[src/verilog/bridge_core_defs.vh]
`ifndef BRIDGE_CORE_DEFS_VH
`define BRIDGE_CORE_DEFS_VH
`define REG_RESTART 8'h09
`define REG_CLK_SRC 8'h0A
`define REG_CLK_SCALE 8'h0B
`define REG_SYNTH 8'h0D
`define REG_IN_MODE 8'h10
`define REG_IN_BAND 8'h12
`define REG_OUT_FMT 8'h18
`define REG_LANES 8'h13
`define BIT_RESTART 0
`define BIT_CLK_SRC 0
`define BIT_LOCK 7
`define BIT_SYNTH_EN 0
`define BIT_LINK_SINGLE 4
`define BIT_A_WIDE 3
`define BIT_A_LSB_FMT 1
`define BIT_B_LSB_FMT 0
`define BIT_LEFT_RIGHT 7
`define RESET_OUT_FMT 8'h10
`define RESET_ZERO 8'h00
`define RESET_LANES 8'h03
`define LOCK_CYCLES 16'h0010
`define FIFO_DEPTH 8
`endif

[src/verilog/pixel_fifo.v]
`timescale 1ns/100ps
module pixel_fifo #(
	parameter WIDTH = 8,
	parameter DEPTH = 8,
	parameter AW = 3
) (
	input wire clock,
	input wire reset_n,
	input wire flush,
	input wire in_valid,
	output wire in_ready,
	input wire [WIDTH-1:0] in_data,
	output wire out_valid,
	input wire out_ready,
	output wire [WIDTH-1:0] out_data
);
	localparam [AW:0] FULL_COUNT = DEPTH;
	reg [WIDTH-1:0] mem [0:DEPTH-1];
	reg [AW-1:0] wr_reg;
	reg [AW-1:0] rd_reg;
	reg [AW:0] count_reg;
	wire push;
	wire pop;
	assign in_ready = (count_reg != FULL_COUNT);
	assign out_valid = (count_reg != {(AW+1){1'b0}});
	assign out_data = mem[rd_reg];
	assign push = in_valid & in_ready;
	assign pop = out_valid & out_ready;
	always @(posedge clock) begin
		if (push)
			mem[wr_reg] <= in_data;
	end
	always @(posedge clock or negedge reset_n) begin
		if (!reset_n) begin
			wr_reg <= {AW{1'b0}};
			rd_reg <= {AW{1'b0}};
			count_reg <= {(AW+1){1'b0}};
		end else if (flush) begin
			wr_reg <= {AW{1'b0}};
			rd_reg <= {AW{1'b0}};
			count_reg <= {(AW+1){1'b0}};
		end else begin
			if (push)
				wr_reg <= wr_reg + 1'b1;
			if (pop)
				rd_reg <= rd_reg + 1'b1;
			if (push & ~pop)
				count_reg <= count_reg + 1'b1;
			else if (pop & ~push)
				count_reg <= count_reg - 1'b1;
		end
	end
endmodule

[src/verilog/lane_merge.v]
`timescale 1ns/100ps
// Round-robin byte merge across up to four aligned lanes.
module lane_merge (
	input wire clock,
	input wire reset_n,
	input wire flush,
	input wire [1:0] lane_count_m1,
	input wire [31:0] lane_bytes,
	input wire [3:0] lane_valid,
	output reg [7:0] byte_data,
	output reg byte_valid,
	input wire byte_ready,
	output wire lanes_taken
);
	reg [1:0] index_reg;
	reg [3:0] pending_reg;
	reg [31:0] hold_reg;
	wire [3:0] active_lanes;
	wire cur_has;
	wire [1:0] index_next;
	assign active_lanes = (lane_count_m1 == 2'd0) ? 4'b0001 : (lane_count_m1 == 2'd1) ? 4'b0011 :
		(lane_count_m1 == 2'd2) ? 4'b0111 : 4'b1111;
	assign cur_has = pending_reg[index_reg];
	assign index_next = (index_reg == lane_count_m1) ? 2'd0 : index_reg + 2'd1;
	// A beat is taken when nothing is pending; short beats close early on high lanes
	assign lanes_taken = (pending_reg == 4'b0000);
	always @* begin
		byte_data = hold_reg[index_reg*8 +: 8];
		byte_valid = cur_has;
	end
	always @(posedge clock or negedge reset_n) begin
		if (!reset_n) begin
			index_reg <= 2'd0;
			pending_reg <= 4'b0000;
			hold_reg <= 32'h0000_0000;
		end else if (flush) begin
			index_reg <= 2'd0;
			pending_reg <= 4'b0000;
		end else if (pending_reg == 4'b0000) begin
			if (|(lane_valid & active_lanes)) begin
				hold_reg <= lane_bytes;
				pending_reg <= lane_valid & active_lanes;
				index_reg <= 2'd0; // Byte k comes from lane k mod count, from lane 0
			end
		end else if (!cur_has) begin
			index_reg <= 2'd0;
			pending_reg <= 4'b0000;
		end else if (byte_ready) begin
			pending_reg[index_reg] <= 1'b0;
			index_reg <= index_next;
		end
	end
endmodule

[src/verilog/bridge_core.v]
`timescale 1ns/100ps
`include "bridge_core_defs.vh"
module bridge_core (
	input wire clock,
	input wire reset_n,
	input wire cfg_write,
	input wire cfg_read,
	input wire [7:0] cfg_addr,
	input wire [7:0] cfg_wdata,
	output reg [7:0] cfg_rdata,
	input wire synth_locked,
	input wire [31:0] lane_bytes,
	input wire [3:0] lane_valid,
	input wire in_pixel_24,
	input wire in_vsync,
	input wire in_hsync,
	input wire pixel_tick,
	output reg synth_enable,
	output reg pixel_clock_source_sel,
	output reg [1:0] ref_clock_mult_factor,
	output reg [4:0] chan_a_clk_divider,
	output reg [2:0] output_clock_band,
	output reg [7:0] input_clock_band,
	output reg [27:0] chan_a_data,
	output reg [27:0] chan_b_data,
	output reg chan_a_fourth_data_pair_en,
	output reg chan_b_clock_en,
	output reg out_vsync,
	output reg out_hsync,
	output reg out_de
);
	localparam ST_IDLE = 3'b001;
	localparam ST_WAIT = 3'b010;
	localparam ST_RUN = 3'b100;
	reg [7:0] restart_reg;
	reg [7:0] clk_src_reg;
	reg [7:0] clk_scale_reg;
	reg [7:0] synth_reg;
	reg [7:0] in_mode_reg;
	reg [7:0] in_band_reg;
	reg [7:0] out_fmt_reg;
	reg [7:0] lanes_reg;
	reg [2:0] state_reg;
	reg [2:0] state_next;
	reg [1:0] lock_sync_reg;
	reg [1:0] vs_sync_reg;
	reg [1:0] hs_sync_reg;
	reg [1:0] tick_sync_reg;
	reg [1:0] bpp_sync_reg;
	reg tick_prev_reg;
	reg [15:0] lock_cnt_reg;
	reg restart_pulse_reg;
	reg [1:0] byte_idx_reg;
	reg [23:0] pix_acc_reg;
	reg pix_valid_reg;
	reg [23:0] odd_pix_reg;
	reg have_odd_reg;
	reg odd_next_reg;
	wire locked;
	wire tick;
	wire flush;
	wire [7:0] m_byte;
	wire m_valid;
	wire m_ready;
	wire f_in_ready;
	wire f_out_valid;
	wire [23:0] f_out_data;
	wire f_out_ready;
	wire link_single;
	wire a_wide;
	wire running;
	wire [1:0] bytes_per_pix;
	wire [23:0] pix_full;
	wire [23:0] cur_pix;
	wire [27:0] a_word;
	wire [27:0] b_word;
	assign locked = lock_sync_reg[1];
	assign tick = tick_sync_reg[1] & ~tick_prev_reg;
	assign link_single = out_fmt_reg[`BIT_LINK_SINGLE];
	assign a_wide = out_fmt_reg[`BIT_A_WIDE];
	assign running = (state_reg == ST_RUN);
	// Restart clears only pipeline state; all configuration registers hold
	assign flush = restart_pulse_reg;
	// Incoming pixels are 24 bit words; 18 bpp is taken as three bytes per pixel here
	assign bytes_per_pix = 2'd2;
	assign pix_full = bpp_sync_reg[1] ? {pix_acc_reg[15:0], m_byte} : {pix_acc_reg[15:0] & 16'hFCFC, m_byte & 8'hFC};
	assign m_ready = f_in_ready | (byte_idx_reg != bytes_per_pix);
	// Register file over the documented configuration port
	always @(posedge clock or negedge reset_n) begin
		if (!reset_n) begin
			restart_reg <= `RESET_ZERO;
			clk_src_reg <= `RESET_ZERO;
			clk_scale_reg <= `RESET_ZERO;
			synth_reg <= `RESET_ZERO;
			in_mode_reg <= `RESET_ZERO;
			in_band_reg <= `RESET_ZERO;
			out_fmt_reg <= `RESET_OUT_FMT;
			lanes_reg <= `RESET_LANES;
			restart_pulse_reg <= 1'b0;
		end else begin
			restart_pulse_reg <= 1'b0;
			if (cfg_write) begin
				case (cfg_addr)
				`REG_RESTART: restart_pulse_reg <= cfg_wdata[`BIT_RESTART]; // Self-clearing
				`REG_CLK_SRC: clk_src_reg <= {1'b0, 3'b000, cfg_wdata[3:0]};
				`REG_CLK_SCALE: clk_scale_reg <= {cfg_wdata[7:3], 1'b0, cfg_wdata[1:0]};
				`REG_SYNTH: synth_reg <= {7'h00, cfg_wdata[`BIT_SYNTH_EN]};
				`REG_IN_MODE: in_mode_reg <= {cfg_wdata[7:5], 5'h00};
				`REG_IN_BAND: in_band_reg <= cfg_wdata;
				`REG_OUT_FMT: out_fmt_reg <= {3'b000, cfg_wdata[4:3], 1'b0, cfg_wdata[1:0]};
				`REG_LANES: lanes_reg <= {6'h00, cfg_wdata[1:0]};
				default: ;
				endcase
			end
		end
	end
	always @(posedge clock or negedge reset_n) begin
		if (!reset_n) begin
			cfg_rdata <= 8'h00;
		end else if (cfg_read) begin
			case (cfg_addr)
			`REG_RESTART: cfg_rdata <= 8'h00;
			`REG_CLK_SRC: cfg_rdata <= {locked, clk_src_reg[6:0]}; // Lock status read back
			`REG_CLK_SCALE: cfg_rdata <= clk_scale_reg;
			`REG_SYNTH: cfg_rdata <= synth_reg;
			`REG_IN_MODE: cfg_rdata <= in_mode_reg;
			`REG_IN_BAND: cfg_rdata <= in_band_reg;
			`REG_OUT_FMT: cfg_rdata <= out_fmt_reg;
			`REG_LANES: cfg_rdata <= lanes_reg;
			default: cfg_rdata <= 8'h00;
			endcase
		end
	end
	// Lock, sync, tick and bpp pins pass two flops first; lane and config inputs do not
	always @(posedge clock or negedge reset_n) begin
		if (!reset_n) begin
			lock_sync_reg <= 2'b00;
			vs_sync_reg <= 2'b00;
			hs_sync_reg <= 2'b00;
			tick_sync_reg <= 2'b00;
			bpp_sync_reg <= 2'b00;
			tick_prev_reg <= 1'b0;
		end else begin
			lock_sync_reg <= {lock_sync_reg[0], synth_locked};
			vs_sync_reg <= {vs_sync_reg[0], in_vsync};
			hs_sync_reg <= {hs_sync_reg[0], in_hsync};
			tick_sync_reg <= {tick_sync_reg[0], pixel_tick};
			bpp_sync_reg <= {bpp_sync_reg[0], in_pixel_24};
			tick_prev_reg <= tick_sync_reg[1];
		end
	end
	// Output stays dead until synth locked and a restart arrives
	always @* begin
		state_next = state_reg;
		case (state_reg)
		ST_IDLE: if (synth_reg[`BIT_SYNTH_EN]) state_next = ST_WAIT;
		ST_WAIT: if (!synth_reg[`BIT_SYNTH_EN]) state_next = ST_IDLE;
			else if (locked && lock_cnt_reg == `LOCK_CYCLES && restart_pulse_reg) state_next = ST_RUN;
		ST_RUN: if (!synth_reg[`BIT_SYNTH_EN] || !locked) state_next = ST_IDLE;
		default: state_next = ST_IDLE;
		endcase
	end
	always @(posedge clock or negedge reset_n) begin
		if (!reset_n) begin
			state_reg <= ST_IDLE;
			lock_cnt_reg <= 16'h0000;
		end else begin
			state_reg <= state_next;
			// Lock must be steady for a while so a glitch cannot start output
			if (!locked)
				lock_cnt_reg <= 16'h0000;
			else if (lock_cnt_reg != `LOCK_CYCLES)
				lock_cnt_reg <= lock_cnt_reg + 16'h0001;
		end
	end
	// Clock steering outputs to the synthesizer
	always @(posedge clock or negedge reset_n) begin
		if (!reset_n) begin
			synth_enable <= 1'b0;
			pixel_clock_source_sel <= 1'b0;
			ref_clock_mult_factor <= 2'b00;
			chan_a_clk_divider <= 5'h00;
			output_clock_band <= 3'b000;
			input_clock_band <= 8'h00;
		end else begin
			synth_enable <= synth_reg[`BIT_SYNTH_EN];
			pixel_clock_source_sel <= clk_src_reg[`BIT_CLK_SRC];
			ref_clock_mult_factor <= clk_scale_reg[1:0];
			chan_a_clk_divider <= clk_scale_reg[7:3];
			output_clock_band <= clk_src_reg[3:1];
			input_clock_band <= in_band_reg;
		end
	end
	lane_merge merge (
		.clock(clock),
		.reset_n(reset_n),
		.flush(flush | ~running),
		.lane_count_m1(lanes_reg[1:0]),
		.lane_bytes(lane_bytes),
		.lane_valid(lane_valid),
		.byte_data(m_byte),
		.byte_valid(m_valid),
		.byte_ready(m_ready),
		.lanes_taken()
	);
	// Bytes pack into pixels, red first
	always @(posedge clock or negedge reset_n) begin
		if (!reset_n) begin
			byte_idx_reg <= 2'd0;
			pix_acc_reg <= 24'h00_0000;
		end else if (flush) begin
			byte_idx_reg <= 2'd0;
		end else if (m_valid && m_ready) begin
			pix_acc_reg <= {pix_acc_reg[15:0], m_byte};
			byte_idx_reg <= (byte_idx_reg == bytes_per_pix) ? 2'd0 : byte_idx_reg + 2'd1;
		end
	end
	always @* begin
		pix_valid_reg = m_valid && (byte_idx_reg == bytes_per_pix);
	end
	pixel_fifo #(.WIDTH(24), .DEPTH(`FIFO_DEPTH), .AW(3)) queue (
		.clock(clock),
		.reset_n(reset_n),
		.flush(flush),
		.in_valid(pix_valid_reg),
		.in_ready(f_in_ready),
		.in_data(pix_full),
		.out_valid(f_out_valid),
		.out_ready(f_out_ready),
		.out_data(f_out_data)
	);
	// The queue drains only on pixel ticks, so a slow panel stalls the lane merge; beats that arrive meanwhile are dropped
	assign f_out_ready = tick & running;
	// Empty queue or idle state sends zeros
	assign cur_pix = (running && f_out_valid) ? f_out_data : 24'h00_0000;
	function [27:0] map_word;
		input [23:0] p;
		input msb_fmt;
		input wide;
		begin
			// Six MSBs per colour on pairs 0-2, the remaining pair per format
			map_word[20:0] = {p[23:18], p[15:10], p[7:2], 3'b000};
			if (!wide)
				map_word[27:21] = 7'h00; // Fourth pair low, LSBs dropped
			else if (msb_fmt)
				map_word[27:21] = {1'b0, p[23:22], p[15:14], p[7:6]};
			else
				map_word[27:21] = {1'b0, p[1:0], p[9:8], p[17:16]};
		end
	endfunction
	assign a_word = map_word(link_single ? cur_pix : odd_pix_reg, ~out_fmt_reg[`BIT_A_LSB_FMT], a_wide);
	assign b_word = map_word(cur_pix, ~out_fmt_reg[`BIT_B_LSB_FMT], a_wide);
	always @(posedge clock or negedge reset_n) begin
		if (!reset_n) begin
			chan_a_data <= 28'h000_0000;
			chan_b_data <= 28'h000_0000;
			chan_a_fourth_data_pair_en <= 1'b0;
			chan_b_clock_en <= 1'b0;
			out_vsync <= 1'b0;
			out_hsync <= 1'b0;
			out_de <= 1'b0;
			odd_pix_reg <= 24'h00_0000;
			have_odd_reg <= 1'b0;
			odd_next_reg <= 1'b1;
		end else begin
			out_vsync <= vs_sync_reg[1]; // Sync keeps flowing with zero data
			out_hsync <= hs_sync_reg[1];
			chan_a_fourth_data_pair_en <= running & a_wide;
			chan_b_clock_en <= running & ~link_single;
			if (flush) begin
				have_odd_reg <= 1'b0;
				odd_next_reg <= 1'b1;
			end else if (tick) begin
				if (link_single) begin
					chan_a_data <= a_word;
					chan_b_data <= 28'h000_0000;
					out_de <= running & f_out_valid;
				end else if (odd_next_reg) begin
					// Pixel 1, 3, 5... waits to pair with the following even one
					odd_pix_reg <= cur_pix;
					have_odd_reg <= running & f_out_valid;
					odd_next_reg <= ~(running & f_out_valid);
					out_de <= 1'b0;
					if (!(running & f_out_valid)) begin
						chan_a_data <= 28'h000_0000; // Nothing queued, so both links idle at zero
						chan_b_data <= 28'h000_0000;
					end
				end else begin
					chan_a_data <= a_word; // Odd on A
					chan_b_data <= b_word; // Even on B
					out_de <= have_odd_reg;
					odd_next_reg <= 1'b1;
				end
			end
		end
	end
endmodule

[config.mk]
export PLATFORM = sky130hd
export DESIGN_NAME = bridge_core
export DESIGN_NICKNAME = d
export VERILOG_FILES = /design/src/verilog/pixel_fifo.v /design/src/verilog/lane_merge.v /design/src/verilog/bridge_core.v
export VERILOG_INCLUDE_DIRS = /design/src /design/src/verilog
export SDC_FILE = /design/constraint.sdc
export NUM_CORES = 1
export LEC_CHECK = 0
export ABC_AREA = 1
export BUFFER_PORTS_ARGS = -buffer_cell sky130_fd_sc_hd__buf_2
export CAP_MARGIN = 20
export CORE_MARGIN = 1
export CORE_UTILIZATION = 45
export CTS_CLUSTER_DIAMETER = 80
export DETAILED_ROUTE_END_ITERATION = 7
export HOLD_SLACK_MARGIN = 0.06
export PLACE_DENSITY = 0.65
export SYNTH_ARGS = -nofsm -noshare
export SYNTH_HDL_FRONTEND = slang
export SYNTH_SLANG_ARGS = --single-unit
[constraint.sdc]
create_clock -name clock -period 2.4 [get_ports clock]
set_input_delay 0.24 -clock clock [delete_from_list [all_inputs] [get_ports clock]]
set_output_delay 0.24 -clock clock [all_outputs]
set_load 0.005 [all_outputs]
# [Yosys cells after proc, flatten, opt, wreduce, memory -nomap -nowiden]
# Memories as Yosys holds them, arrays and structs flattened.
# Index checks and enable logic that the tools add are counted.
[totals] reg_bits=241 ramBits=192 inputBits=61 mem_count=1
[mem_list] memory="queue.mem" depth=8 width=24 rd=1 rd_ports_with_merged_regs=0 wr=1 line_no="pixel_fifo.v:18" text="reg [WIDTH-1:0] mem [0:DEPTH-1];"
[op_classes] addsub=7 magnitude_cmp=2 eq_ne=27 shift=1 muxes=62 bitwise_logic=22 reduce_logical=35
[op_table] cell="2-to-1 mux 28 bit" n=5
[op_table] cell="case mux 8 bit (7 select lines)" n=1
[op_table] cell="2-to-1 mux 24 bit" n=2
[op_table] cell="2-to-1 mux 4 bit" n=11
[op_table] cell="== test 8 x 4 -> 1 bit (second input constant)" n=4
[op_table] cell="== test 8 x 5 -> 1 bit (second input constant)" n=4
[op_table] cell="2-to-1 mux 16 bit" n=2
[op_table] cell="indexed part select 32 x 6 -> 8 bit" n=1
[op_table] cell="2-to-1 mux 3 bit" n=8
[op_table] cell="2-to-1 mux 6 bit" n=4
[op_table] cell="AND reduction 2 bit" n=11
[op_table] cell="2-to-1 mux 18 bit" n=1
[op_table] cell="2-to-1 mux 2 bit" n=9
[op_table] cell="adder 16 x 1 -> 16 bit (second input constant)" n=1
[op_table] cell="== test 16 x 5 -> 1 bit (second input constant)" n=1
[op_table] cell="2-to-1 mux 1 bit" n=16
[op_table] cell="!= test 16 x 5 -> 1 bit (second input constant)" n=1
[op_table] cell="AND reduction 3 bit" n=4
[op_table] cell="nonzero test 2 bit" n=5
[op_table] cell="AND 1 bit" n=9
[op_table] cell="case mux 3 bit (3 select lines)" n=1
[op_table] cell="AND 4 bit" n=2
[op_table] cell="NOT 1 bit" n=8
[op_table] cell="adder 3 x 1 -> 3 bit (second input constant)" n=2
[op_table] cell="30 further kinds" n=43

# [Longest topological paths before layout]
[logic_depth] depth_word=10 depth_mapped=14

# [Modules after synthesis]
# Synthesis repeated with hierarchy kept, for this count alone.
[unflattened] hier_cells=1855 hier_area_um2=18281.3
[by_module_without_submodules] module="pixel_fifo" n_inst=1 cells_per_inst=632 area_per_inst_um2=8106.5 seq_area_each_um2=6015.8
[by_module_without_submodules] module="bridge_core" n_inst=1 cells_per_inst=947 area_per_inst_um2=8105.3 seq_area_each_um2=4635.7
[by_module_without_submodules] module="lane_merge" n_inst=1 cells_per_inst=276 area_per_inst_um2=2069.5 seq_area_each_um2=950.9

# [Worst setup path before layout]
# No wires, ideal clock.
[synth_timing] kind="register to register" startpoint="register merge.index_reg[0]" endpoint="memory queue.mem[1][0] (enable)" setup_ns=0.405 arrival_time_ns=2.235 slack_ns=-0.239 stages_incl_launch_ff=11 path_buffers=1 synth_period_minus_slack_ns=2.639 cell_sequence="dfrtp_1 inv_2 buf_6 nand2_2 nand3_2 nand2_4 nor2_4 inv_2 nor2_1 inv_1 nor2_1"
[synth_between] elab_chain_len=6
[synth_rtl] element="start, declared" line_no="lane_merge.v:15" text="reg [1:0] index_reg;"
[synth_rtl] element="start signal, assigned" line_no="lane_merge.v:50" text="index_reg <= index_next;"
[synth_rtl] element="binary-select mux 1 bit (select 2 bit)" line_no="lane_merge.v:23" text="assign cur_has = pending_reg[index_reg];"
[synth_rtl] element="2-to-1 mux 1 bit (not written as such)" line_no="lane_merge.v:23"
[synth_rtl] element="logical AND 1 bit" line_no="bridge_core.v:219" text="pix_valid_reg = m_valid && (byte_idx_reg == bytes_per_pix);"
[synth_rtl] element="AND 1 bit" line_no="pixel_fifo.v:27" text="assign push = in_valid & in_ready;"
[synth_rtl] element="2-to-1 mux 1 bit" line_no="pixel_fifo.v:30" text="if (push)"
[synth_rtl] element="2-to-1 mux 1 bit (not written as such)" line_no="pixel_fifo.v:31" text="mem[wr_reg] <= in_data;"
[synth_rtl] element="end, declared" line_no="pixel_fifo.v:18"
# No other way between the ends. The select of a mux whose other input is x is not followed.

# [Worst setup path after layout]
[layout_timing] startpoint="register merge.index_reg[0]" endpoint="memory queue.mem[5][15] (enable)"
# Same word-level chain as after synthesis.

==> flow_metrics.py <==
metrics = {
    "outcome": {
        "outcome": "completed",
    },
    "final_layout": {
        "area_growth_pct": 18.3,
        "fin_nets": 2020,
        "final_core_util": 0.540,
        "fill_cells": 3482,
        "largest_reg_flops": 192,
        "diodes": 0,
        "drive_gt1_frac": 0.172,
        "finalInstanceArea_mm2": 0.0215,
    },
    "logic_synthesis": {
        "syn_inst": 1744,
        "yosysTopAreaCell": "edfxtp_1",
        "yosysTopAreaCellShare": 0.317,
        "synthTopCellsByArea": "edfxtp_1 (32%), dfrtp_1 (31%), nand2_1 (7.8%)",
        "async_flop_share": 0.548,
        "ys_types": 51,
        "netlist_area_mm2": 0.0182,
        "synth_edf_count": 192,
        "synth-seq-cells": 425,
        "yosysWarnings": 0,
        "synthFlopType": "dfrtp_1",
        "ys_seq_area_frac": 0.638,
        "syn_avg_cell_area_um2": 10.4,
    },
    "placement": {
        "gp_congestion": 0.876,
        "dp_hpwl_mm": 27.8,
        "portBuffers": 141,
        "placed_cell_area_mm2": 0.0195,
    },
    "worst_hold_path": {
        "hp-start": "lane_valid[0]",
        "hold_end": "merge.pending_reg[0]$_DFFE_PN0P_",
        "hold_class": "in2reg",
        "min_path_cells": 5,
    },
    "global_route": {
        "overflow": 0,
        "grt_usage": 0.207,
        "first_global_vias": 12500,
        "antenna_found_initial": 0,
        "grt_pass1_wl_mm": 67.0,
        "grt_max_degree": 82,
    },
    "critical_path": {
        "crit_required_ns": 2.66,
        "ff2ff_path_depth": 10,
        "crit_start": "merge.index_reg[0]$_DFFE_PN0P_",
        "worst-path-max-fanout": 16,
        "path_cells": "inv_2, nand2_1, nand3_1, nand2_4, nor2_4, inv_2, nor2_1, inv_1, nor2_2, buf_4",
        "path_buf_inv": 4,
        "cp-end-kind": "flop",
        "startpoint_type": "flop",
        "rr_endpoint": "queue.mem[5][15]$_DFFE_PP_",
        "path_class": "reg2reg",
        "rr_startpoint": "merge.index_reg[0]$_DFFE_PN0P_",
        "cp_slowest_cell": "dfrtp_1",
        "crit_path_frequent_cell": "inv_2",
        "cpPeakStageDelay_ns": 0.44,
        "crit_family": "simple AND/OR/NAND/NOR gates",
        "cp.arrival_ns": 2.35,
        "reg2reg_slack_ns": 0.31,
    },
    "die": {
        "die_height_um": 203,
        "fp.coreArea_mm2": 0.0398,
        "initial_utilization": 0.457,
        "ios": 150,
        "rows": 73,
        "die-area_mm2": 0.0412,
        "dieWidth_um": 203,
    },
    "timing": {
        "max_clock_freq_mhz": 479,
        "finClkSkew_ns": 0.0154,
        "slew-limit-headroom": 0.353,
        "finalCritPeriodShare": 0.871,
        "hold_violations": 0,
        "rsz0062_at_grt": "no",
        "worstMarginPinSlew_ns": 0.966,
        "slew_violations": 0,
        "fin_crit_ns": 2.09,
        "setup_viol": 0,
    },
    "drt": {
        "routedWlPerCell_um": 16.6,
        "wirelength_mm": 41.6,
        "avgViaCountPerCell": 5.11,
        "drtPass1Iterations": 6,
        "drtAntennaViolNets": 0,
        "drt_iter0_markers": 904,
        "via_count": 12800,
        "drc": 0,
    },
    "clocking": {
        "cts_root_buf": "clkbuf_16",
        "clock-sinks": 425,
        "cts_inserted_buffers": 46,
        "cts-htree-levels": 2,
        "clock_path_buffers": 3,
        "clk_latency_ns": 0.58,
        "cts_tree": "done",
        "postCtsSetupBuffers": 0,
        "cts_resized": 0,
        "path_clk_slew_ns": 0.06,
    },
    "power": {
        "p_leak_nw": 9.61,
        "peakVddDrop_v": 0.000528,
        "power_density_mw_per_mm2": 702,
    },
    "run": {
        "cap_viol_max_count": 0,
    },
}
## metal layers
| metal | wire length (um) | part of all wire | vias to the layer above | global-route usage |
|---|---|---|---|---|
| met3 | 2390 | 0.057 | 68 | 0.0284 |
| met4 | 909 | 0.022 | 0 | 0.0647 |
| li1 | - | - | 6273 | - |
| met5 | 0 | 0 | - | 0 |
| met2 | 18800 | 0.45 | 372 | 0.317 |
| met1 | 19500 | 0.47 | 6124 | 0.305 |
## repair_timing
item | in CTS | in global routing
hold endpoints to repair | 147 | 0
hold buffers | 50 | 0
endpoints found under the setup margin | 0 | 0
## synthesized netlist by cell type, types with 5 or more instances
library cell,number
o22ai_1,8
nor3_1,11
nand4_1,31
dfrtp_1,228
a21oi_1,48
buf_1,5
edfxtp_1,192
buf_2,28
o211ai_1,25
o21ai_2,6
inv_1,137
nand2_2,6
inv_2,6
o21ai_1,32
nand3_1,133
clkbuf_1,20
dfstp_2,5
o21ai_0,145
mux2_4,30
buf_6,16
buf_4,18
nand2_1,380
ha_1,10
nor2_1,172
## power by group
group | internal (mW) | total (mW) | switching [mW] | leakage (nW)
clock network | 4.08 | 6.91 | 2.83 | 0.729
logic | 0.196 | 0.478 | 0.282 | 4.08
registers | 7.66 | 7.72 | 0.0620 | 4.80
## stage by stage
| step | TNS (ns) | std cells | total power [mW] | hold WS, ns | setup slack [ns] |
|---|---|---|---|---|---|
| finish | 0 | 2510 | 15.1 | 0.111 | 0.310 |
| global route | 0 | 2510 | 15.6 | 0.116 | 0.118 |
| CTS | 0 | 2510 | 15.3 | 0.0779 | 0.295 |
| detailed placement | 0 | 2375 | 8.28 | 0.292 | 0.304 |
| global placement | 0 | 2375 | 8.27 | 0.281 | 0.393 |
| floorplan | -22.96 | 1751 | 8.04 | -0.0556 | -0.239 |
## kinds of logic after synthesis
family          synth area share
mux                       0.0260
fa+ha+maj                0.00798
flops                      0.638
compound gates            0.0846
simple gates               0.180
buf+inv                   0.0613
xor+xnor                 0.00193
other cells             0.000206
## cells in the final DEF, fill, tap and decap left out, types with 4 or more instances in the layout
master,count
a21oi_1,48
buf_12,10
buf_2,140
buf_4,35
clkbuf_1,17
clkbuf_16,47
clkbuf_8,11
clkinv_2,4
conb_1,8
dfrtp_1,226
dfstp_2,5
dlygate4sd3_1,50
edfxtp_1,192
ha_1,10
inv_1,137
inv_2,6
inv_6,4
mux2_4,30
nand2_1,380
nand2_2,6
nand2_4,4
nand3_1,133
nand3b_1,4
nand4_1,31
nor2_1,164
nor2_2,10
nor2_4,4
nor3_1,11
o211ai_1,25
o21a_1,4
o21ai_0,145
o21ai_1,32
o21ai_2,6
o22ai_1,8
## worst max-delay path by stage
stage | endpoint | slack (ns) | cells past startpoint
6_report | queue.mem[5][15]$_DFFE_PP_ | 0.31 | 10
5_1_grt | queue.count_reg[3]$_DFFE_PN0P_ | 0.12 | 12
4_1_cts | queue.mem[5][0]$_DFFE_PP_ | 0.30 | 10
3_5_place_dp | queue.mem[5][14]$_DFFE_PP_ | 0.30 | 10
3_3_place_gp | queue.mem[7][0]$_DFFE_PP_ | 0.39 | 10
2_1_floorplan | queue.mem[1][0]$_DFFE_PP_ | -0.24 | 10
## area by class of cell
type / instances / area, um^2 / share of cell area
clock inverters: 10 / 100 / 0.00465
clock buffers: 75 / 1390 / 0.0646
repair buffers: 236 / 1680 / 0.0780
multi-input cells: 1091 / 5520 / 0.257
flip-flops and latches: 425 / 11600 / 0.539
inverters: 148 / 566 / 0.0263
well taps: 525 / 657 / 0.0305
## worst min-delay path: stages
cell and delay, ns:
buf_2 0.12, nand2_1 0.08, o21ai_0 0.08, nand2_1 0.06
o21ai_0 0.07
Note: power is estimated with default switching activity, not from simulation.
